`config.mk`:
```
export PLATFORM = sky130hd
export DESIGN_NAME = adcc_ctrl
export DESIGN_NICKNAME = d
export VERILOG_FILES = /design/src/logic/adcc_pkg.sv /design/src/logic/adcc_sync3.sv /design/src/logic/adcc_tick.sv /design/src/logic/adcc_ctrl.sv
export SDC_FILE = /design/constraint.sdc
export NUM_CORES = 1
export LEC_CHECK = 0
export BUFFER_PORTS_ARGS = -buffer_cell sky130_fd_sc_hd__buf_2
export CAP_MARGIN = 20
export CORE_MARGIN = 5
export CORE_UTILIZATION = 51
export CTS_CLUSTER_DIAMETER = 200
export DETAILED_ROUTE_END_ITERATION = 10
export PLACE_DENSITY = 0.8
export SYNTH_ARGS = -nofsm -noshare
export SYNTH_HDL_FRONTEND = slang
export SYNTH_SLANG_ARGS = --single-unit
```
`constraint.sdc`:
```
create_clock -name aclk -period 2.8 [get_ports aclk]
set_clock_uncertainty 0.2 [all_clocks]
set_input_delay 0.56 -clock aclk [delete_from_list [all_inputs] [get_ports aclk]]
set_output_delay 0.56 -clock aclk [all_outputs]
set_load 0.01 [all_outputs]
```
`src/logic/adcc_pkg.sv`:
```
package adcc_pkg;

   // register bus geometry
   localparam int         AXI_AW       = 6;
   localparam int         AXI_DW       = 32;
   localparam logic [1:0] RESP_OKAY    = 2'b00;
   localparam logic [1:0] RESP_SLVERR  = 2'b10;

   // byte offsets, one aligned word each
   localparam logic [5:0] OFF_SC1      = 6'h00;
   localparam logic [5:0] OFF_SC2      = 6'h04;
   localparam logic [5:0] OFF_RES_HI   = 6'h08;
   localparam logic [5:0] OFF_RES_LO   = 6'h0C;
   localparam logic [5:0] OFF_CV_HI    = 6'h10;
   localparam logic [5:0] OFF_CV_LO    = 6'h14;
   localparam logic [5:0] OFF_CFG      = 6'h18;
   localparam logic [5:0] OFF_PIN1     = 6'h1C;
   localparam logic [5:0] OFF_PIN2     = 6'h20;

   // converter_config fields
   localparam int CFG_LP_BIT    = 7;
   localparam int CFG_DIV_LSB   = 5;
   localparam int CFG_LSMP_BIT  = 4;
   localparam int CFG_MODE_LSB  = 2;
   localparam int CFG_ICLK_LSB  = 0;

   // status_control_two fields
   localparam int SC2_ACT_BIT   = 7;
   localparam int SC2_TRG_BIT   = 6;
   localparam int SC2_CFE_BIT   = 5;
   localparam int SC2_CFGT_BIT  = 4;

   // status_control_one fields
   localparam int SC1_CONVERSION_COMPLETE_FLAG_BIT  = 7;
   localparam int SC1_COMPLETE_IRQ_ENABLE_BIT  = 6;
   localparam int SC1_CONT_BIT  = 5;
   localparam int SC1_CH_LSB    = 0;

   // values after reset
   localparam logic [7:0] CFG_RST      = 8'h00;
   localparam logic [7:0] SC1_RST      = 8'h00;
   localparam logic [2:0] SC2_RST      = 3'h0;
   localparam logic [7:0] BYTE_RST     = 8'h00;

   // field encodings
   localparam logic [1:0] MODE_8BIT    = 2'b00;
   localparam logic [1:0] MODE_10BIT   = 2'b10;
   localparam logic [1:0] ICLK_BUS     = 2'b00;
   localparam logic [1:0] ICLK_BUS_DIV2 = 2'b01;

   // sample phase in half conversion clock periods, rounded up to whole ticks
   localparam int         SAMPLE_SHORT_HALF  = 7;
   localparam int         SAMPLE_LONG_HALF   = 47;
   localparam logic [4:0] SAMPLE_SHORT_TICKS = 5'((SAMPLE_SHORT_HALF + 1) / 2);
   localparam logic [4:0] SAMPLE_LONG_TICKS  = 5'((SAMPLE_LONG_HALF + 1) / 2);

   // bus clocks a trial code stands before the comparator is believed
   localparam logic [2:0] SETTLE_CLKS  = 3'd4;
   localparam logic [3:0] CODE_MSB     = 4'd9;
   localparam logic [3:0] STOP_10BIT   = 4'd0;
   localparam logic [3:0] STOP_8BIT    = 4'd2;

   typedef enum logic [1:0]
   {
      ST_IDLE    = 2'b00,
      ST_SAMPLE  = 2'b01,
      ST_CONVERT = 2'b11,
      ST_FINISH  = 2'b10
   } adcc_state_t;

   typedef struct packed
   {
      logic       sample;
      logic [4:0] channel;
      logic [9:0] code;
      logic       low_power;
      logic       active;
   } adcc_ana_t;

endpackage

```
`src/logic/adcc_sync3.sv`:
```
`timescale 1ns/1ps
`default_nettype none
module adcc_sync3 #(
   parameter int W = 1
) (
   input  wire logic         aclk,
   input  wire logic         aresetn,
   input  wire logic [W-1:0] d,
   output logic      [W-1:0] q
);
   typedef struct packed
   {
      logic [W-1:0] s1;
      logic [W-1:0] s2;
      logic [W-1:0] s3;
      logic [W-1:0] q;
   } adcc_sync_t;

   adcc_sync_t st_r;
   adcc_sync_t st_nxt;

   always_comb
   begin
      st_nxt    = st_r;
      st_nxt.s1 = d;
      st_nxt.s2 = st_r.s1;
      st_nxt.s3 = st_r.s2;
      // a bit moves only once two stages agree
      for (int i = 0; i < W; i++)
      begin
         if (st_r.s2[i] == st_r.s3[i])
         begin
            st_nxt.q[i] = st_r.s3[i];
         end
      end
   end

   always_ff @(posedge aclk)
   begin
      if (!aresetn)
      begin
         st_r <= '0;
      end
      else
      begin
         st_r <= st_nxt;
      end
   end

   assign q = st_r.q;
endmodule
`default_nettype wire

```
`src/logic/adcc_tick.sv`:
```
`timescale 1ns/1ps
`default_nettype none
module adcc_tick (
   input  wire logic       aclk,
   input  wire logic       aresetn,
   input  wire logic [1:0] input_clock_select,
   input  wire logic [1:0] clock_divide_select,
   input  wire logic       alt_clk,
   output logic            tick
);
   import adcc_pkg::*;

   typedef struct packed
   {
      logic       half;
      logic       alt_prev;
      logic [2:0] cnt;
      logic       tick;
   } adcc_tick_t;

   adcc_tick_t st_r;
   adcc_tick_t st_nxt;
   logic       src;
   logic [2:0] div_max;

   always_comb
   begin
      st_nxt          = st_r;
      st_nxt.half     = !st_r.half;
      st_nxt.alt_prev = alt_clk;
      st_nxt.tick     = 1'b0;
      div_max = 3'((4'h1 << clock_divide_select) - 4'h1);
      case (input_clock_select)
         ICLK_BUS:      src = 1'b1;
         ICLK_BUS_DIV2: src = st_r.half;
         default:       src = alt_clk && !st_r.alt_prev;
      endcase
      if (src)
      begin
         if (st_r.cnt >= div_max)
         begin
            st_nxt.cnt  = 3'd0;
            st_nxt.tick = 1'b1;
         end
         else
         begin
            st_nxt.cnt = 3'(st_r.cnt + 3'd1);
         end
      end
   end

   always_ff @(posedge aclk)
   begin
      if (!aresetn)
      begin
         st_r <= '0;
      end
      else
      begin
         st_r <= st_nxt;
      end
   end

   assign tick = st_r.tick;
endmodule
`default_nettype wire

```
`src/logic/adcc_ctrl.sv`:
```
// Summary of operation
// - top config bit selects low power
// - config bits 6:5 divide conversion clock
// - config bit 4 picks long sample
// - sample lasts 3.5 or 23.5 clocks, rounded up to 4 or 24 ticks
// - config bits 3:2 pick resolution, 10=10-bit
// - config bits 1:0 pick clock, 00=bus
// - control two: active, trigger, compare enable, direction
// - control two bits 3:0 read zero
// - control one bit 7 completion flag
// - control one bit 6 interrupt enable
// - control one bit 5 continuous mode
// - control one bits 4:0 channel select
// - result high read freezes low byte
// - compare value gates result when enabled
// - pin control bits disable digital pins
// - full scale gives all ones, floor zero
`timescale 1ns/1ps
`default_nettype none
module adcc_ctrl (
   input  wire logic                     aclk,
   input  wire logic                     aresetn,
   input  wire logic [adcc_pkg::AXI_AW-1:0] s_axi_awaddr,
   input  wire logic                     s_axi_awvalid,
   output logic                          s_axi_awready,
   input  wire logic [adcc_pkg::AXI_DW-1:0] s_axi_wdata,
   input  wire logic [3:0]               s_axi_wstrb,
   input  wire logic                     s_axi_wvalid,
   output logic                          s_axi_wready,
   output logic [1:0]                    s_axi_bresp,
   output logic                          s_axi_bvalid,
   input  wire logic                     s_axi_bready,
   input  wire logic [adcc_pkg::AXI_AW-1:0] s_axi_araddr,
   input  wire logic                     s_axi_arvalid,
   output logic                          s_axi_arready,
   output logic [adcc_pkg::AXI_DW-1:0]   s_axi_rdata,
   output logic [1:0]                    s_axi_rresp,
   output logic                          s_axi_rvalid,
   input  wire logic                     s_axi_rready,
   output adcc_pkg::adcc_ana_t           ana_o,
   input  wire logic                     ana_cmp_above,
   input  wire logic                     hw_trigger,
   input  wire logic                     alt_clk_pin,
   output logic [15:0]                   pin_digital_disable,
   output logic                          complete_irq
);
   import adcc_pkg::*;

   typedef struct packed
   {
      logic              aw_have;
      logic [AXI_AW-1:0] aw_addr;
      logic              w_have;
      logic [7:0]        w_data;
      logic              w_lane;
      logic              bvalid;
      logic [1:0]        bresp;
      logic              rvalid;
      logic [AXI_DW-1:0] rdata;
      logic [1:0]        rresp;
      logic [7:0]        cfg;
      logic              trg;
      logic              cfe;
      logic              cfgt;
      logic              conversion_complete_flag;
      logic              complete_irq_enable;
      logic              cont;
      logic [4:0]        ch;
      logic [7:0]        cv_hi;
      logic [7:0]        cv_lo;
      logic [7:0]        pin1;
      logic [7:0]        pin2;
      logic [9:0]        res;
      logic              lock;
      logic [7:0]        low_hold;
      adcc_state_t       state;
      logic [4:0]        cnt;
      logic [2:0]        settle;
      logic [9:0]        code;
      logic [3:0]        pos;
      logic              trig_prev;
      logic              irq;
      adcc_ana_t         ana;
   } adcc_ctrl_t;

   adcc_ctrl_t st_r;
   adcc_ctrl_t st_nxt;

   logic [2:0]  sync_q;
   logic        cmp_q;
   logic        trig_q;
   logic        alt_q;
   logic        tick;
   logic        sc1_wr;
   logic        hw_start;
   logic        set_flag;
   logic [4:0]  samp_ticks;
   logic [3:0]  stop_pos;
   logic        mode8;
   logic [9:0]  res_new;
   logic [15:0] cv_full;
   logic        cmp_ok;

   function automatic logic [7:0] byte_wr(input logic [7:0] old_v,
                                          input logic [7:0] new_v,
                                          input logic       lane);
      byte_wr = lane ? new_v : old_v;
   endfunction

   function automatic logic [5:0] word_off(input logic [AXI_AW-1:0] a);
      word_off = {a[AXI_AW-1:2], 2'b00};
   endfunction

   adcc_sync3 #(
      .W (3)
   ) u_sync (
      .aclk    (aclk),
      .aresetn (aresetn),
      .d       ({alt_clk_pin, hw_trigger, ana_cmp_above}),
      .q       (sync_q)
   );

   assign cmp_q  = sync_q[0];
   assign trig_q = sync_q[1];
   assign alt_q  = sync_q[2];

   adcc_tick u_tick (
      .aclk                (aclk),
      .aresetn             (aresetn),
      .input_clock_select  (st_r.cfg[CFG_ICLK_LSB +: 2]),
      .clock_divide_select (st_r.cfg[CFG_DIV_LSB +: 2]),
      .alt_clk             (alt_q),
      .tick                (tick)
   );

   always_comb
   begin
      st_nxt   = st_r;
      sc1_wr   = 1'b0;
      set_flag = 1'b0;

      mode8      = (st_r.cfg[CFG_MODE_LSB +: 2] == MODE_8BIT);
      stop_pos   = mode8 ? STOP_8BIT : STOP_10BIT;
      samp_ticks = st_r.cfg[CFG_LSMP_BIT] ? SAMPLE_LONG_TICKS : SAMPLE_SHORT_TICKS;
      // narrow mode keeps the top bits, so a saturated comparator gives 0xFF
      res_new    = mode8 ? {2'b00, st_r.code[9:2]} : st_r.code;
      cv_full    = {st_r.cv_hi, st_r.cv_lo};
      cmp_ok     = st_r.cfgt ? ({6'h00, res_new} >= cv_full)
                             : ({6'h00, res_new} <  cv_full);

      // write address and data are taken independently
      if (s_axi_awvalid && !st_r.aw_have)
      begin
         st_nxt.aw_have = 1'b1;
         st_nxt.aw_addr = s_axi_awaddr;
      end
      if (s_axi_wvalid && !st_r.w_have)
      begin
         st_nxt.w_have = 1'b1;
         st_nxt.w_data = s_axi_wdata[7:0];
         st_nxt.w_lane = s_axi_wstrb[0];
      end
      if (st_r.bvalid && s_axi_bready)
      begin
         st_nxt.bvalid = 1'b0;
      end

      if (st_r.aw_have && st_r.w_have && !st_r.bvalid)
      begin
         st_nxt.aw_have = 1'b0;
         st_nxt.w_have  = 1'b0;
         st_nxt.bvalid  = 1'b1;
         st_nxt.bresp   = RESP_OKAY;
         case (word_off(st_r.aw_addr))
            OFF_SC1:
            begin
               st_nxt.complete_irq_enable = st_r.w_lane ? st_r.w_data[SC1_COMPLETE_IRQ_ENABLE_BIT] : st_r.complete_irq_enable;
               st_nxt.cont = st_r.w_lane ? st_r.w_data[SC1_CONT_BIT] : st_r.cont;
               st_nxt.ch   = st_r.w_lane ? st_r.w_data[SC1_CH_LSB +: 5] : st_r.ch;
               sc1_wr      = st_r.w_lane;
            end
            OFF_SC2:
            begin
               // active flag and low nibble are not storable
               st_nxt.trg  = st_r.w_lane ? st_r.w_data[SC2_TRG_BIT] : st_r.trg;
               st_nxt.cfe  = st_r.w_lane ? st_r.w_data[SC2_CFE_BIT] : st_r.cfe;
               st_nxt.cfgt = st_r.w_lane ? st_r.w_data[SC2_CFGT_BIT] : st_r.cfgt;
            end
            OFF_RES_HI, OFF_RES_LO:
            begin
               st_nxt.bresp = RESP_OKAY;
            end
            OFF_CV_HI: st_nxt.cv_hi = byte_wr(st_r.cv_hi, st_r.w_data, st_r.w_lane);
            OFF_CV_LO: st_nxt.cv_lo = byte_wr(st_r.cv_lo, st_r.w_data, st_r.w_lane);
            OFF_CFG:   st_nxt.cfg   = byte_wr(st_r.cfg, st_r.w_data, st_r.w_lane);
            OFF_PIN1:  st_nxt.pin1  = byte_wr(st_r.pin1, st_r.w_data, st_r.w_lane);
            OFF_PIN2:  st_nxt.pin2  = byte_wr(st_r.pin2, st_r.w_data, st_r.w_lane);
            default:   st_nxt.bresp = RESP_SLVERR;
         endcase
      end

      if (st_r.rvalid && s_axi_rready)
      begin
         st_nxt.rvalid = 1'b0;
      end
      if (s_axi_arvalid && !st_r.rvalid)
      begin
         st_nxt.rvalid = 1'b1;
         st_nxt.rresp  = RESP_OKAY;
         st_nxt.rdata  = '0;
         case (word_off(s_axi_araddr))
            OFF_SC1:
            begin
               st_nxt.rdata[7:0] = {st_r.conversion_complete_flag, st_r.complete_irq_enable, st_r.cont, st_r.ch};
            end
            OFF_SC2:
            begin
               st_nxt.rdata[7:0] = {st_r.state != ST_IDLE, st_r.trg, st_r.cfe,
                                    st_r.cfgt, 4'h0};
            end
            OFF_RES_HI:
            begin
               st_nxt.rdata[7:0] = {6'h00, st_r.res[9:8]};
               st_nxt.lock       = 1'b1;
               st_nxt.low_hold   = st_r.res[7:0];
            end
            OFF_RES_LO:
            begin
               st_nxt.rdata[7:0] = st_r.lock ? st_r.low_hold : st_r.res[7:0];
               st_nxt.lock       = 1'b0;
            end
            OFF_CV_HI: st_nxt.rdata[7:0] = st_r.cv_hi;
            OFF_CV_LO: st_nxt.rdata[7:0] = st_r.cv_lo;
            OFF_CFG:   st_nxt.rdata[7:0] = st_r.cfg;
            OFF_PIN1:  st_nxt.rdata[7:0] = st_r.pin1;
            OFF_PIN2:  st_nxt.rdata[7:0] = st_r.pin2;
            default:   st_nxt.rresp      = RESP_SLVERR;
         endcase
      end

      st_nxt.trig_prev = trig_q;
      hw_start = st_r.trg && trig_q && !st_r.trig_prev && (st_r.state == ST_IDLE);

      case (st_r.state)
         ST_IDLE:
         begin
            st_nxt.cnt = 5'd0;
         end
         ST_SAMPLE:
         begin
            if (tick)
            begin
               if (st_r.cnt >= 5'(samp_ticks - 5'd1))
               begin
                  st_nxt.state  = ST_CONVERT;
                  st_nxt.cnt    = 5'd0;
                  st_nxt.code   = 10'h200;
                  st_nxt.pos    = CODE_MSB;
                  st_nxt.settle = 3'd0;
               end
               else
               begin
                  st_nxt.cnt = 5'(st_r.cnt + 5'd1);
               end
            end
         end
         ST_CONVERT:
         begin
            // comparator passes a synchroniser, so each trial needs bus clocks too
            if (st_r.settle != SETTLE_CLKS)
            begin
               st_nxt.settle = 3'(st_r.settle + 3'd1);
            end
            else if (tick)
            begin
               st_nxt.code[st_r.pos] = cmp_q;
               if (st_r.pos <= stop_pos)
               begin
                  st_nxt.state = ST_FINISH;
               end
               else
               begin
                  st_nxt.pos                = 4'(st_r.pos - 4'd1);
                  st_nxt.code[st_r.pos - 1] = 1'b1;
                  st_nxt.settle             = 3'd0;
               end
            end
         end
         ST_FINISH:
         begin
            // a half-read result pair holds the new one back
            if (!st_r.lock)
            begin
               if (!st_r.cfe || cmp_ok)
               begin
                  st_nxt.res = res_new;
                  set_flag   = 1'b1;
               end
               st_nxt.state = st_r.cont ? ST_SAMPLE : ST_IDLE;
               st_nxt.cnt   = 5'd0;
            end
         end
         default:
         begin
            st_nxt.state = ST_IDLE;
         end
      endcase

      if (sc1_wr)
      begin
         // write aborts whatever runs; hardware trigger waits for its edge
         st_nxt.conversion_complete_flag  = 1'b0;
         st_nxt.state = st_r.trg ? ST_IDLE : ST_SAMPLE;
         st_nxt.cnt   = 5'd0;
      end
      else if (hw_start)
      begin
         st_nxt.state = ST_SAMPLE;
         st_nxt.cnt   = 5'd0;
      end
      if (set_flag)
      begin
         st_nxt.conversion_complete_flag = 1'b1;
      end

      st_nxt.irq           = st_nxt.conversion_complete_flag && st_nxt.complete_irq_enable;
      st_nxt.ana.sample    = (st_nxt.state == ST_SAMPLE);
      st_nxt.ana.channel   = st_nxt.ch;
      st_nxt.ana.code      = st_nxt.code;
      st_nxt.ana.low_power = st_nxt.cfg[CFG_LP_BIT];
      st_nxt.ana.active    = (st_nxt.state != ST_IDLE);
   end

   always_ff @(posedge aclk)
   begin
      if (!aresetn)
      begin
         st_r       <= '0;
         st_r.cfg   <= CFG_RST;
         st_r.ch    <= SC1_RST[4:0];
         st_r.cv_hi <= BYTE_RST;
         st_r.cv_lo <= BYTE_RST;
         st_r.pin1  <= BYTE_RST;
         st_r.pin2  <= BYTE_RST;
      end
      else
      begin
         st_r <= st_nxt;
      end
   end

   assign s_axi_awready       = !st_r.aw_have;
   assign s_axi_wready        = !st_r.w_have;
   assign s_axi_bvalid        = st_r.bvalid;
   assign s_axi_bresp         = st_r.bresp;
   assign s_axi_arready       = !st_r.rvalid;
   assign s_axi_rvalid        = st_r.rvalid;
   assign s_axi_rdata         = st_r.rdata;
   assign s_axi_rresp         = st_r.rresp;
   assign ana_o               = st_r.ana;
   assign pin_digital_disable = {st_r.pin2, st_r.pin1};
   assign complete_irq        = st_r.irq;
endmodule
`default_nettype wire

```
==> results of run 1 <==
==> metrics by stage <==
step                setup TNS, ns   util  std cells
global placement                0  0.529       1061
detailed placement              0  0.529       1061
global route               -0.931  0.577       1094
floorplan                       0      -        897
finish                          0  0.577       1094
CTS                             0  0.570       1093
==> cells in the mapped netlist, drive strengths merged (4+ instances only) <==
| library cell | number | area [um2] |
|---|---|---|
| a21oi | 48 | 244 |
| a22o | 9 | 78.8 |
| a22oi | 6 | 45.0 |
| a31oi | 6 | 37.5 |
| a32oi | 4 | 35.0 |
| and2 | 14 | 87.6 |
| buf | 76 | 559 |
| clkbuf | 39 | 146 |
| dfxtp | 143 | 2860 |
| ha | 31 | 388 |
| inv | 29 | 109 |
| mux2 | 7 | 78.8 |
| mux2i | 94 | 941 |
| nand2 | 95 | 357 |
| nand2b | 10 | 62.6 |
| nand3 | 19 | 95.1 |
| nand4 | 6 | 37.5 |
| nor2 | 98 | 373 |
| nor2b | 12 | 75.1 |
| nor3 | 10 | 55.1 |
| nor3b | 4 | 30.0 |
| o21a | 5 | 37.5 |
| o21ai | 39 | 195 |
| o31ai | 4 | 30.0 |
| o32ai | 4 | 35.0 |
| or3 | 4 | 25.0 |
| xnor2 | 4 | 35.0 |
==> layout make-up <==
class / instances / area, um2
timing repair buffer: 95 / 543
tap: 184 / 230
multi-input combinational: 610 / 4020
clock buffer: 18 / 439
fill: 1268 / 6120
inverter: 30 / 113
sequential: 143 / 2860
clock inverter: 14 / 146
==> state kept, by name, summed over array words and instances, names as in the netlist <==
register and flops:
ana_o 17, complete_irq 1, cv_full 16, pin_digital_disable 16
s_axi_bresp 1, s_axi_bvalid 1, s_axi_rdata 8, s_axi_rresp 1
s_axi_rvalid 1, st_r 63, u_sync.q 3, u_sync.st_nxt 6
u_sync.st_r 3, u_tick.st_r 5, u_tick.tick 1
==> power breakdown <==
part           switching, mW  total, mW  internal [mW]
Sequential            0.0410       2.10           2.06
Combinational          0.135      0.201         0.0655
Clock                  0.959       2.24           1.28
==> metal layers <==
layer  routed length (um)  global-route usage  vias up
met4                  385              0.0634        0
met2                 8870               0.320      303
met5                    0                   0        -
li1                     -                   -     2975
met3                 1480              0.0432       41
met1                 7920               0.272     2967
==> how the worst min path moves through the flow <==
stage	start	to	slack [ns]
2_1_floorplan	u_tick.st_r[5]$_SDFF_PN0_	u_tick.st_r[5]$_SDFF_PN0_	0.19
3_3_place_gp	u_tick.st_r[5]$_SDFF_PN0_	u_tick.st_r[5]$_SDFF_PN0_	0.20
3_5_place_dp	u_tick.st_r[5]$_SDFF_PN0_	u_tick.st_r[5]$_SDFF_PN0_	0.22
4_1_cts	s_axi_rready	s_axi_rvalid$_SDFFE_PN0P_	0.11
5_1_grt	s_axi_rready	s_axi_rvalid$_SDFFE_PN0P_	0.11
6_report	s_axi_rready	s_axi_rvalid$_SDFFE_PN0P_	0.12
==> timing repair <==
| item | in CTS | in global routing |
|---|---|---|
| pin swaps | 1 | 10 |
| endpoints found under the hold margin | 0 | 0 |
| gates resized for setup | 1 | 15 |
| endpoints found under the setup margin | 10 | 12 |
| buffers inserted | 0 | 0 |
| cloned | 0 | 1 |
==> cells by family (layout without fill, tap and decap cells) <==
family / Yosys count / count (layout) / synth area share
buf+inv: 145 / 157 / 0.109
mux: 102 / 102 / 0.139
other cells: 1 / 26 / 0.000499
fa+ha+maj: 31 / 31 / 0.0516
xor+xnor: 7 / 7 / 0.00816
compound gates: 157 / 158 / 0.136
simple gates: 286 / 286 / 0.175
flops: 143 / 143 / 0.381
==> run summary, run 1 <==
==================================================================================================
Result of the run ................................................................... finished clean
Hold Worst Slack ....................................................................     0.116 ns
Share of the clock period used by the worst path after layout .......................        0.997
Standard-cell rows ..................................................................           44
Detail-routed via count per cell ....................................................         5.75
Capture point of the critical path .................................................. complete_irq$_SDFF_PN0_
Reported max-cap violation count ....................................................            0
Reg2Reg Setup Slack .................................................................     0.009 ns
Reg2reg end ......................................................................... complete_irq$_SDFF_PN0_
# setup viols final .................................................................            0
CTS tree ............................................................................          yes
Max Slew Vio Count ..................................................................            0
Clock transition time at the flip-flop clock pins of the worst setup and hold paths .      0.06 ns
Core Footprint ......................................................................    14500 um2
Power per cell area .................................................................   543 nW/um2
Least setup slack across all paths after layout .....................................   0.00939 ns
Post-layout nets ....................................................................          986
Peak clock frequency supported by timing ............................................      358 MHz
Height of the chip ..................................................................       131 um
Die Footprint .......................................................................    17300 um2
Slowest cell on crit path ...........................................................      dfxtp_1
Number of sinks on the clock net ....................................................          143
Pre-CTS WS ..........................................................................    0.0453 ns
HPWL Detailed .......................................................................     12900 um
Initial antenna violation count .....................................................            0
Routed WL ...........................................................................     18700 um
Worst Hold Depth ....................................................................            2
Share of async-settable or async-resettable flops after synthesis ...................            0
Critical setup path kind ............................................................      reg2reg
Average footprint of a synthesized cell .............................................     8.61 um2
Total routing resource utilization after global routing .............................        0.201
Worst Setup End Kind ................................................................         flop
Effective utilization at floorplan ..................................................        0.519
Kind of start point of the critical path ............................................         flop
Routed via count ....................................................................         6286
Maximum fanout count along the critical path ........................................            7
Number of enable-type register cells in the synthesized netlist .....................            0
Combined area of all synthesized cells ..............................................     7510 um2
Clock tree buffer depth .............................................................            2
Number of synthesized register bits .................................................          143
Worst hold-check path type ..........................................................       in2reg
Family with the most delay on the worst path ........................................ compound AO/OA/AOI/OAI gates
Least-Margin Pin Slew ...............................................................     0.620 ns
Commonest register cell after synthesis .............................................      dfxtp_1
Detailed-route wire length per cell .................................................      17.1 um
P&R area growth vs syn ..............................................................        11.2%
I/O pin total .......................................................................          134
Reported leakage power ..............................................................      3.61 nW
Peak per-stage delay on the critical path ...........................................      0.36 ns
Final standard cell area without fillers ............................................     8360 um2
Via count of the first global-routing pass ..........................................         5712
Worst path arrival time .............................................................      2.90 ns
Fraction of layout cells with a size suffix above 1 .................................        0.174
Worst reg2reg path depth ............................................................           10
IR drop worst, VDD ..................................................................       489 uV
Inserted Diodes .....................................................................            0
Port Buffer Count ...................................................................           76
Data required time of the critical path .............................................      2.91 ns
DRT Pass-1 Iters ....................................................................            5
Final weighted congestion in routability-driven placement ...........................        0.902
Residual antenna-violating net count after detailed routing .........................            0
Critical path launch point .......................................................... st_r[108]$_SDFFE_PN0P_
Clock root buffer ...................................................................    clkbuf_16
Number of design-rule violations left by the first detailed-router iteration ........          653
Warnings from Yosys .................................................................            0
Portion of the post-synthesis area used by sequential elements ......................        0.381
Number of cells on the critical path ................................................           10
Clock period minus worst slack ......................................................      2.79 ns
H-tree level count ..................................................................            4
Sum of overflow across all layers after global routing ..............................            0
Max transition margin ...............................................................        0.584
Library cells used by synthesis .....................................................           67
Instance area at placement ..........................................................     7660 um2
First-pass GRT wire length ..........................................................     29000 um
Most common cell after layout, fill and taps aside ..................................      dfxtp_1
Count of final hold-check violations ................................................            0
Combined buffer and inverter count along the critical path ..........................            1
Worst skew pair latency .............................................................      0.42 ns
Largest net degree at the start of global routing ...................................           82
Die Span X ..........................................................................       131 um
DRC viols ...........................................................................            0
Highest-count cells in the layout ignoring fill and taps ............................ dfxtp_1 (142), nand2_1 (95), nor2_1 (95)
Post-route total power ..............................................................      4.54 mW
TritonCTS buffer count ..............................................................           17
FF-to-FF Start ...................................................................... st_r[108]$_SDFFE_PN0P_
Gate Count Post-Synth ...............................................................          872
Cell-by-cell trace of the critical path ............................................. nor2_2, buf_6, nor2b_1, ha_1, a21oi_1, a21boi_0, o311ai_2, nand4_1, o211a_4, o21a_1
Number of buffers inserted for hold repair after clock tree synthesis ...............            0
==================================================================================================
Note: power is estimated with default switching activity, not from simulation.
==> run 2: changes to the inputs <==
--- a/config.mk
+++ b/config.mk
@@ -5,13 +5,14 @@
 export SDC_FILE = /design/constraint.sdc
 export NUM_CORES = 1
 export LEC_CHECK = 0
+export ABC_AREA = 1
 export BUFFER_PORTS_ARGS = -buffer_cell sky130_fd_sc_hd__buf_2
 export CAP_MARGIN = 20
 export CORE_MARGIN = 5
-export CORE_UTILIZATION = 51
+export CORE_UTILIZATION = 56
 export CTS_CLUSTER_DIAMETER = 200
 export DETAILED_ROUTE_END_ITERATION = 10
-export PLACE_DENSITY = 0.8
+export PLACE_DENSITY = 0.83
 export SYNTH_ARGS = -nofsm -noshare
 export SYNTH_HDL_FRONTEND = slang
 export SYNTH_SLANG_ARGS = --single-unit
==> constraint.sdc (replaced) <==
create_clock -name aclk -period 3.03 [get_ports aclk]
set_clock_uncertainty 0.2 [all_clocks]
set_input_delay 0.606 -clock aclk [delete_from_list [all_inputs] [get_ports aclk]]
set_output_delay 0.606 -clock aclk [all_outputs]
set_load 0.05 [all_outputs]
==> run summary, run 2 <==
==================================================================================================
Result of the run ................................................................... finished clean   unchanged
I/O pin total .......................................................................          134   unchanged
Pre-CTS WS ..........................................................................     0.414 ns   was 0.0453 ns
Setup repair after global routing missed its margin .................................        false
Final weighted congestion in routability-driven placement ...........................        0.959   was 0.902
Biggest register ....................................................................         st_r   unchanged
Area occupied by multi-input gates ..................................................     3420 um2   was 4020 um2
Max Slew Vio Count ..................................................................            0   unchanged
Clock tree buffer depth .............................................................            2   unchanged
Count of final hold-check violations ................................................            0   unchanged
First-pass GRT wire length ..........................................................     28900 um   was 29000 um
Hold Worst Slack ....................................................................     0.166 ns   was 0.116 ns
Least-Margin Pin Slew ...............................................................     0.701 ns   was 0.620 ns
Number of synthesized register bits .................................................          143   unchanged
Core Footprint ......................................................................    12700 um2   was 14500 um2
Critical setup path kind ............................................................      reg2reg   unchanged
Largest net degree at the start of global routing ...................................           66   was 82
Placed Cells ........................................................................         1221   was 1061
Standard-cell rows ..................................................................           41   was 44
Share of async-settable or async-resettable flops after synthesis ...................            0   unchanged
Port Buffer Count ...................................................................           76   unchanged
Effective utilization at floorplan ..................................................        0.576   was 0.519
Max transition margin ...............................................................        0.529   was 0.584
Most frequent cell after synthesis ..................................................      nand2_1   was dfxtp_1
Via count of the first global-routing pass ..........................................         5973   was 5712
Worst Setup End Kind ................................................................         flop   unchanged
Instance area at placement ..........................................................     7430 um2   was 7660 um2
TNS Setup ...........................................................................         0 ns   unchanged
Share of the clock period used by the worst path after layout .......................        0.884   was 0.997
Routed via count ....................................................................         6679   was 6286
Final standard cell area without fillers ............................................     8020 um2   was 8360 um2
Clock root buffer ...................................................................    clkbuf_16   unchanged
Number of buffers inserted for hold repair after clock tree synthesis ...............            0   unchanged
Leading cell types by total area after synthesis .................................... dfxtp_1 (39%), nand2_1 (9.4%), o21ai_0 (7.3%)   was dfxtp_1 (38%), mux2i_1 (13%), buf_4 (7.0%)
Library cells used by synthesis .....................................................           42   was 67
Fraction of layout cells with a size suffix above 1 .................................        0.117   was 0.174
Commonest register cell after synthesis .............................................      dfxtp_1   unchanged
Filler Cells Inserted ...............................................................         1156   was 1268
Number of sinks on the clock net ....................................................          143   unchanged
Power per cell area .................................................................   558 nW/um2   was 543 nW/um2
Area occupied by registers ..........................................................     2860 um2   about the same
Most instantiated cells after synthesis ............................................. nand2_1 (183), dfxtp_1 (143), nor2_1 (142)   was dfxtp_1 (143), nor2_1 (96), nand2_1 (95)
HPWL Detailed .......................................................................     12700 um   was 12900 um
Worst hold-check path type ..........................................................       in2reg   unchanged
Reported max-cap violation count ....................................................            0   unchanged
Average footprint of a synthesized cell .............................................     7.05 um2   was 8.61 um2
Number of enable-type register cells in the synthesized netlist .....................            0   unchanged
Die Span X ..........................................................................       124 um   was 131 um
Detail-routed via count per cell ....................................................         5.33   was 5.75
Highest-count cells in the layout ignoring fill and taps ............................ nand2_1 (183), dfxtp_1 (143), nor2_1 (142)   was dfxtp_1 (142), nand2_1 (95), nor2_1 (95)
CTS resizes .........................................................................            0   was 1
Gate Count Post-Synth ...............................................................         1040   was 872
IR drop worst, VDD ..................................................................       418 uV   was 489 uV
Clock transition time at the flip-flop clock pins of the worst setup and hold paths .      0.06 ns   about the same
Flip-flop count of the largest register after layout ................................           63   unchanged
Kind of start point of the critical path ............................................         flop   unchanged
# setup viols final .................................................................            0   unchanged
Routed WL ...........................................................................     17900 um   was 18700 um
Reported leakage power ..............................................................      3.74 nW   was 3.61 nW
Warnings from Yosys .................................................................            0   unchanged
Worst path arrival time .............................................................      2.79 ns   was 2.90 ns
Clock period minus worst slack ......................................................      2.68 ns   was 2.79 ns
Least setup slack across all paths after layout .....................................     0.350 ns   was 0.00939 ns
DRC viols ...........................................................................            0   unchanged
Data required time of the critical path .............................................      3.14 ns   was 2.91 ns
Combined area of all synthesized cells ..............................................     7330 um2   was 7510 um2
CTS tree ............................................................................          yes   unchanged
Die Footprint .......................................................................    15500 um2   was 17300 um2
Share of the synthesized area in the top cell type ..................................        0.390   was 0.381
TritonCTS buffer count ..............................................................           17   unchanged
Post-layout nets ....................................................................         1157   was 986
Inserted Diodes .....................................................................            0   unchanged
Number of post-CTS setup repair buffers .............................................            0   unchanged
Initial antenna violation count .....................................................            0   unchanged
DRT Pass-1 Iters ....................................................................            8   was 5
Number of standard cells in the final layout excluding fillers ......................         1253   was 1094
P&R area growth vs syn ..............................................................        9.30%   was 11.2%
Peak clock frequency supported by timing ............................................      373 MHz   was 358 MHz
Number of design-rule violations left by the first detailed-router iteration ........          695   was 653
Residual antenna-violating net count after detailed routing .........................            0   unchanged
Biggest area consumer among synthesized cells .......................................      dfxtp_1   unchanged
Height of the chip ..................................................................       124 um   was 131 um
Worst skew pair latency .............................................................      0.42 ns   about the same
H-tree level count ..................................................................            4   unchanged
Detailed-route wire length per cell .................................................      14.3 um   was 17.1 um
Maximum fanout count along the critical path ........................................           20   was 7
Total routing resource utilization after global routing .............................        0.227   was 0.201
Sum of overflow across all layers after global routing ..............................            0   unchanged
Portion of the post-synthesis area used by sequential elements ......................        0.390   was 0.381
Most common cell after layout, fill and taps aside ..................................      nand2_1   was dfxtp_1
==================================================================================================
run 2: cell count changes after synthesis, sizes merged, moves of 19 or more:
cell	change
inv	+103
mux2i	-94
nand2	+90
o21ai	+68
a21oi	+47
nor2	+46
clkbuf	-22
nand3	+19
run 2: layout make-up:
type / instances / area share
clock buffer: 23 / 0.0559
clock inverter: 9 / 0.0169
inverter: 133 / 0.0623
multi-input combinational: 690 / 0.427
sequential: 143 / 0.357
tap: 172 / 0.0268
timing repair buffer: 83 / 0.0540
run 2: path summary, 6_finish.rpt:
path | start | to | slack (ns) | cells after the start
setup / recovery | st_r[108]$_SDFFE_PN0P_ | st_r[58]$_SDFFE_PN0P_ | 0.35 | 16
hold / removal | alt_clk_pin | u_sync.st_nxt[8]$_SDFF_PN0_ | 0.17 | 3
setup reg to reg | st_r[108]$_SDFFE_PN0P_ | st_r[58]$_SDFFE_PN0P_ | 0.35 | 16
hold reg to reg | u_tick.st_r[5]$_SDFF_PN0_ | u_tick.st_r[5]$_SDFF_PN0_ | 0.21 | 1
run 2: through the flow:
stage | util | total power, mW
2_1_floorplan | - | 2.36
3_3_place_gp | 0.584 | 2.42
3_5_place_dp | 0.584 | 2.43
4_1_cts | 0.630 | 4.49
5_1_grt | 0.630 | 4.63
6_report | 0.630 | 4.47
run 2: cell families (layout without fill, tap and decap cells):
| family | Yosys count | in the layout | share of synthesized area |
|---|---|---|---|
| AO/OA/AOI/OAI | 239 | 239 | 0.176 |
| XOR/XNOR | 4 | 4 | 0.00580 |
| adder cells (fa/ha/maj) | 31 | 31 | 0.0529 |
| buffers and inverters | 232 | 248 | 0.156 |
| flip-flops | 143 | 143 | 0.390 |
| other | 1 | 26 | 0.000511 |
| AND/OR/NAND/NOR | 390 | 390 | 0.219 |
run 2: power by group:
group | internal, mW | total [mW] | switching (mW)
clock | 1.30 | 2.08 | 0.784
sequential | 1.94 | 2.00 | 0.0566
combinational | 0.0962 | 0.397 | 0.301
total | 3.33 | 4.47 | 1.14
run 2: critical path: stages (launching register included):
cell     delay (ns)
dfxtp_1        0.37
nor2_1         0.07
buf_4          0.19
o21ai_0        0.29
ha_1           0.31
a21o_1         0.18
nor2_1         0.10
nand2_1        0.06
nand2_1        0.07
nand3_1        0.08
nand2_1        0.07
nand2_1        0.09
nand2_1        0.07
buf_4          0.24
nand2_1        0.07
nand2_1        0.06
nor2_1         0.04
run 2: routing by layer:
metal  GRT usage  part of all wire  vias up
met3      0.0652             0.081       33
li1            -                 -     3332
met5           0                 0        -
met1       0.282              0.42     3072
met2       0.378              0.48      242
met4      0.0741             0.021        0
==> run 3: changes to the inputs <==
--- a/config.mk
+++ b/config.mk
@@ -8,11 +8,12 @@
 export ABC_AREA = 1
 export BUFFER_PORTS_ARGS = -buffer_cell sky130_fd_sc_hd__buf_2
 export CAP_MARGIN = 20
-export CORE_MARGIN = 5
+export CORE_MARGIN = 4
 export CORE_UTILIZATION = 56
 export CTS_CLUSTER_DIAMETER = 200
 export DETAILED_ROUTE_END_ITERATION = 10
 export PLACE_DENSITY = 0.83
+export SLEW_MARGIN = 20
 export SYNTH_ARGS = -nofsm -noshare
 export SYNTH_HDL_FRONTEND = slang
 export SYNTH_SLANG_ARGS = --single-unit
==> run summary, run 3 (synthesized netlist as in run 2, its figures left out) <==
==================================================================================================
Result of the run ................................................................... finished clean   unchanged
Clock root buffer ...................................................................    clkbuf_16   unchanged
DRT Pass-1 Iters ....................................................................            5   was 8
Maximum fanout count along the critical path ........................................           19   was 20
Post-layout nets ....................................................................         1158   was 1157
Reported max-cap violation count ....................................................            0   unchanged
Worst hold-check path type ..........................................................       in2reg   unchanged
DRC viols ...........................................................................            0   unchanged
Cell-by-cell trace of the critical path ............................................. nor2_1, buf_4, o21ai_0, ha_1, a21o_1, nor2_1, nand2_1, nand2_1, nand3_1, nand2_1, inv_1, nand2_1, nand2_1, buf_4, nor2_1, nor2_1   was nor2_1, buf_4, o21ai_0, ha_1, a21o_1, nor2_1, nand2_1, nand2_1, nand3_1, nand2_1, nand2_1, nand2_1, buf_4, nand2_1, nand2_1, nor2_1
Die Span X ..........................................................................       122 um   was 124 um
Slowest cell on crit path ...........................................................      dfxtp_1   unchanged
Detail-routed via count per cell ....................................................         5.27   was 5.33
Peak clock frequency supported by timing ............................................      375 MHz   was 373 MHz
Via count of the first global-routing pass ..........................................         5774   was 5973
Effective utilization at floorplan ..................................................        0.576   unchanged
TNS Setup ...........................................................................         0 ns   unchanged
Inserted Diodes .....................................................................            0   unchanged
IR drop worst, VDD ..................................................................       381 uV   was 418 uV
Count of final hold-check violations ................................................            0   unchanged
Routed WL ...........................................................................     17700 um   was 17900 um
Highest-count cells in the layout ignoring fill and taps ............................ nand2_1 (183), dfxtp_1 (143), nor2_1 (142)   unchanged
Power per cell area .................................................................   560 nW/um2   was 558 nW/um2
I/O pin total .......................................................................          134   unchanged
Flip-flop count of the largest register after layout ................................           63   unchanged
Post-route total power ..............................................................      4.50 mW   was 4.47 mW
H-tree level count ..................................................................            4   unchanged
Share of the clock period used by the worst path after layout .......................        0.880   was 0.884
First-pass GRT wire length ..........................................................     27900 um   was 28900 um
Clock tree buffer depth .............................................................            2   unchanged
Height of the chip ..................................................................       122 um   was 124 um
Largest net degree at the start of global routing ...................................           41   was 66
Residual antenna-violating net count after detailed routing .........................            0   unchanged
Number of post-CTS setup repair buffers .............................................            0   unchanged
Standard-cell rows ..................................................................           41   unchanged
P&R area growth vs syn ..............................................................        9.61%   was 9.30%
Number of design-rule violations left by the first detailed-router iteration ........          718   was 695
Data required time of the critical path .............................................      3.15 ns   was 3.14 ns
CTS tree ............................................................................          yes   unchanged
Most common cell type on the critical path ..........................................      nand2_1   unchanged
Port Buffer Count ...................................................................           76   unchanged
Max Slew Vio Count ..................................................................            0   unchanged
CTS resizes .........................................................................            0   unchanged
Clock transition time at the flip-flop clock pins of the worst setup and hold paths .      0.06 ns   about the same
Fraction of layout cells with a size suffix above 1 .................................        0.122   was 0.117
Routed via count ....................................................................         6613   was 6679
Core Footprint ......................................................................    12700 um2   unchanged
Kind of start point of the critical path ............................................         flop   unchanged
Biggest register ....................................................................         st_r   unchanged
Clock period minus worst slack ......................................................      2.67 ns   was 2.68 ns
Filler Cells Inserted ...............................................................         1165   was 1156
Die Footprint .......................................................................    15000 um2   was 15500 um2
Number of buffers inserted for hold repair after clock tree synthesis ...............            0   unchanged
# setup viols final .................................................................            0   unchanged
Pre-CTS WS ..........................................................................     0.383 ns   was 0.414 ns
Worst skew pair latency .............................................................      0.42 ns   about the same
Reported leakage power ..............................................................      3.77 nW   was 3.74 nW
Layout Utilization ..................................................................        0.632   was 0.630
TritonCTS buffer count ..............................................................           17   unchanged
Most common cell after layout, fill and taps aside ..................................      nand2_1   unchanged
Worst path arrival time .............................................................      2.78 ns   was 2.79 ns
Total routing resource utilization after global routing .............................        0.237   was 0.227
HPWL Detailed .......................................................................     12500 um   was 12700 um
Setup repair after global routing missed its margin .................................        false   unchanged
Critical setup path kind ............................................................      reg2reg   unchanged
Detailed-route wire length per cell .................................................      14.1 um   was 14.3 um
Least setup slack across all paths after layout .....................................     0.364 ns   was 0.350 ns
Least-Margin Pin Slew ...............................................................     0.723 ns   was 0.701 ns
Final weighted congestion in routability-driven placement ...........................        0.918   was 0.959
Max transition margin ...............................................................        0.514   was 0.529
Number of sinks on the clock net ....................................................          143   unchanged
Sum of overflow across all layers after global routing ..............................            0   unchanged
Hold Worst Slack ....................................................................     0.164 ns   was 0.166 ns
Initial antenna violation count .....................................................            0   unchanged
Peak per-stage delay on the critical path ...........................................      0.35 ns   was 0.37 ns
Worst Setup End Kind ................................................................         flop   unchanged
==================================================================================================
==> run 3: layer usage <==
metal,GRT usage,part of all wire
met4,0.0924,0.023
met1,0.305,0.43
met3,0.0525,0.083
met2,0.390,0.47
met5,0,0
==> run 3: path summary, 6_finish.rpt <==
kind                                   from  slack [ns]  depth (start not counted)                          end
hold reg to reg   u_tick.st_r[5]$_SDFF_PN0_        0.21                          1    u_tick.st_r[5]$_SDFF_PN0_
hold / removal                  alt_clk_pin        0.16                          3  u_sync.st_nxt[8]$_SDFF_PN0_
setup reg to reg     st_r[108]$_SDFFE_PN0P_        0.36                         16        st_r[58]$_SDFFE_PN0P_
setup / recovery     st_r[108]$_SDFFE_PN0P_        0.36                         16        st_r[58]$_SDFFE_PN0P_
==> run 3: worst max-delay path: cells and delay by family, from the launching register on <==
family | cells | cell delay (ns)
AO/OA/AOI/OAI | 2 | 0.46
flip-flops | 1 | 0.35
AND/OR/NAND/NOR | 10 | 0.78
buffers and inverters | 3 | 0.43
adder cells (fa/ha/maj) | 1 | 0.31
==> run 3: per-stage QoR <==
stage          std cells  instance area (um2)
2_1_floorplan       1065                 7430
3_3_place_gp        1222                 7440
3_5_place_dp        1222                 7440
4_1_cts             1254                 8040
5_1_grt             1254                 8040
6_report            1254                 8040
==> run 3: area by class of cell <==
cell class / count / area, um2 / share of cell area
multi-input cells: 690 / 3420 / 0.426
flip-flops and latches: 143 / 2860 / 0.356
inverters: 133 / 499 / 0.0621
clock buffers: 21 / 470 / 0.0585
repair buffers: 84 / 440 / 0.0548
well taps: 172 / 215 / 0.0268
clock inverters: 11 / 128 / 0.0159
==> run 3: where the power goes <==
part	switching, mW	internal [mW]	leakage [nW]
sequential	0.0573	1.94	1.16
clock	0.824	1.29	0.299
combinational	0.302	0.0965	2.31
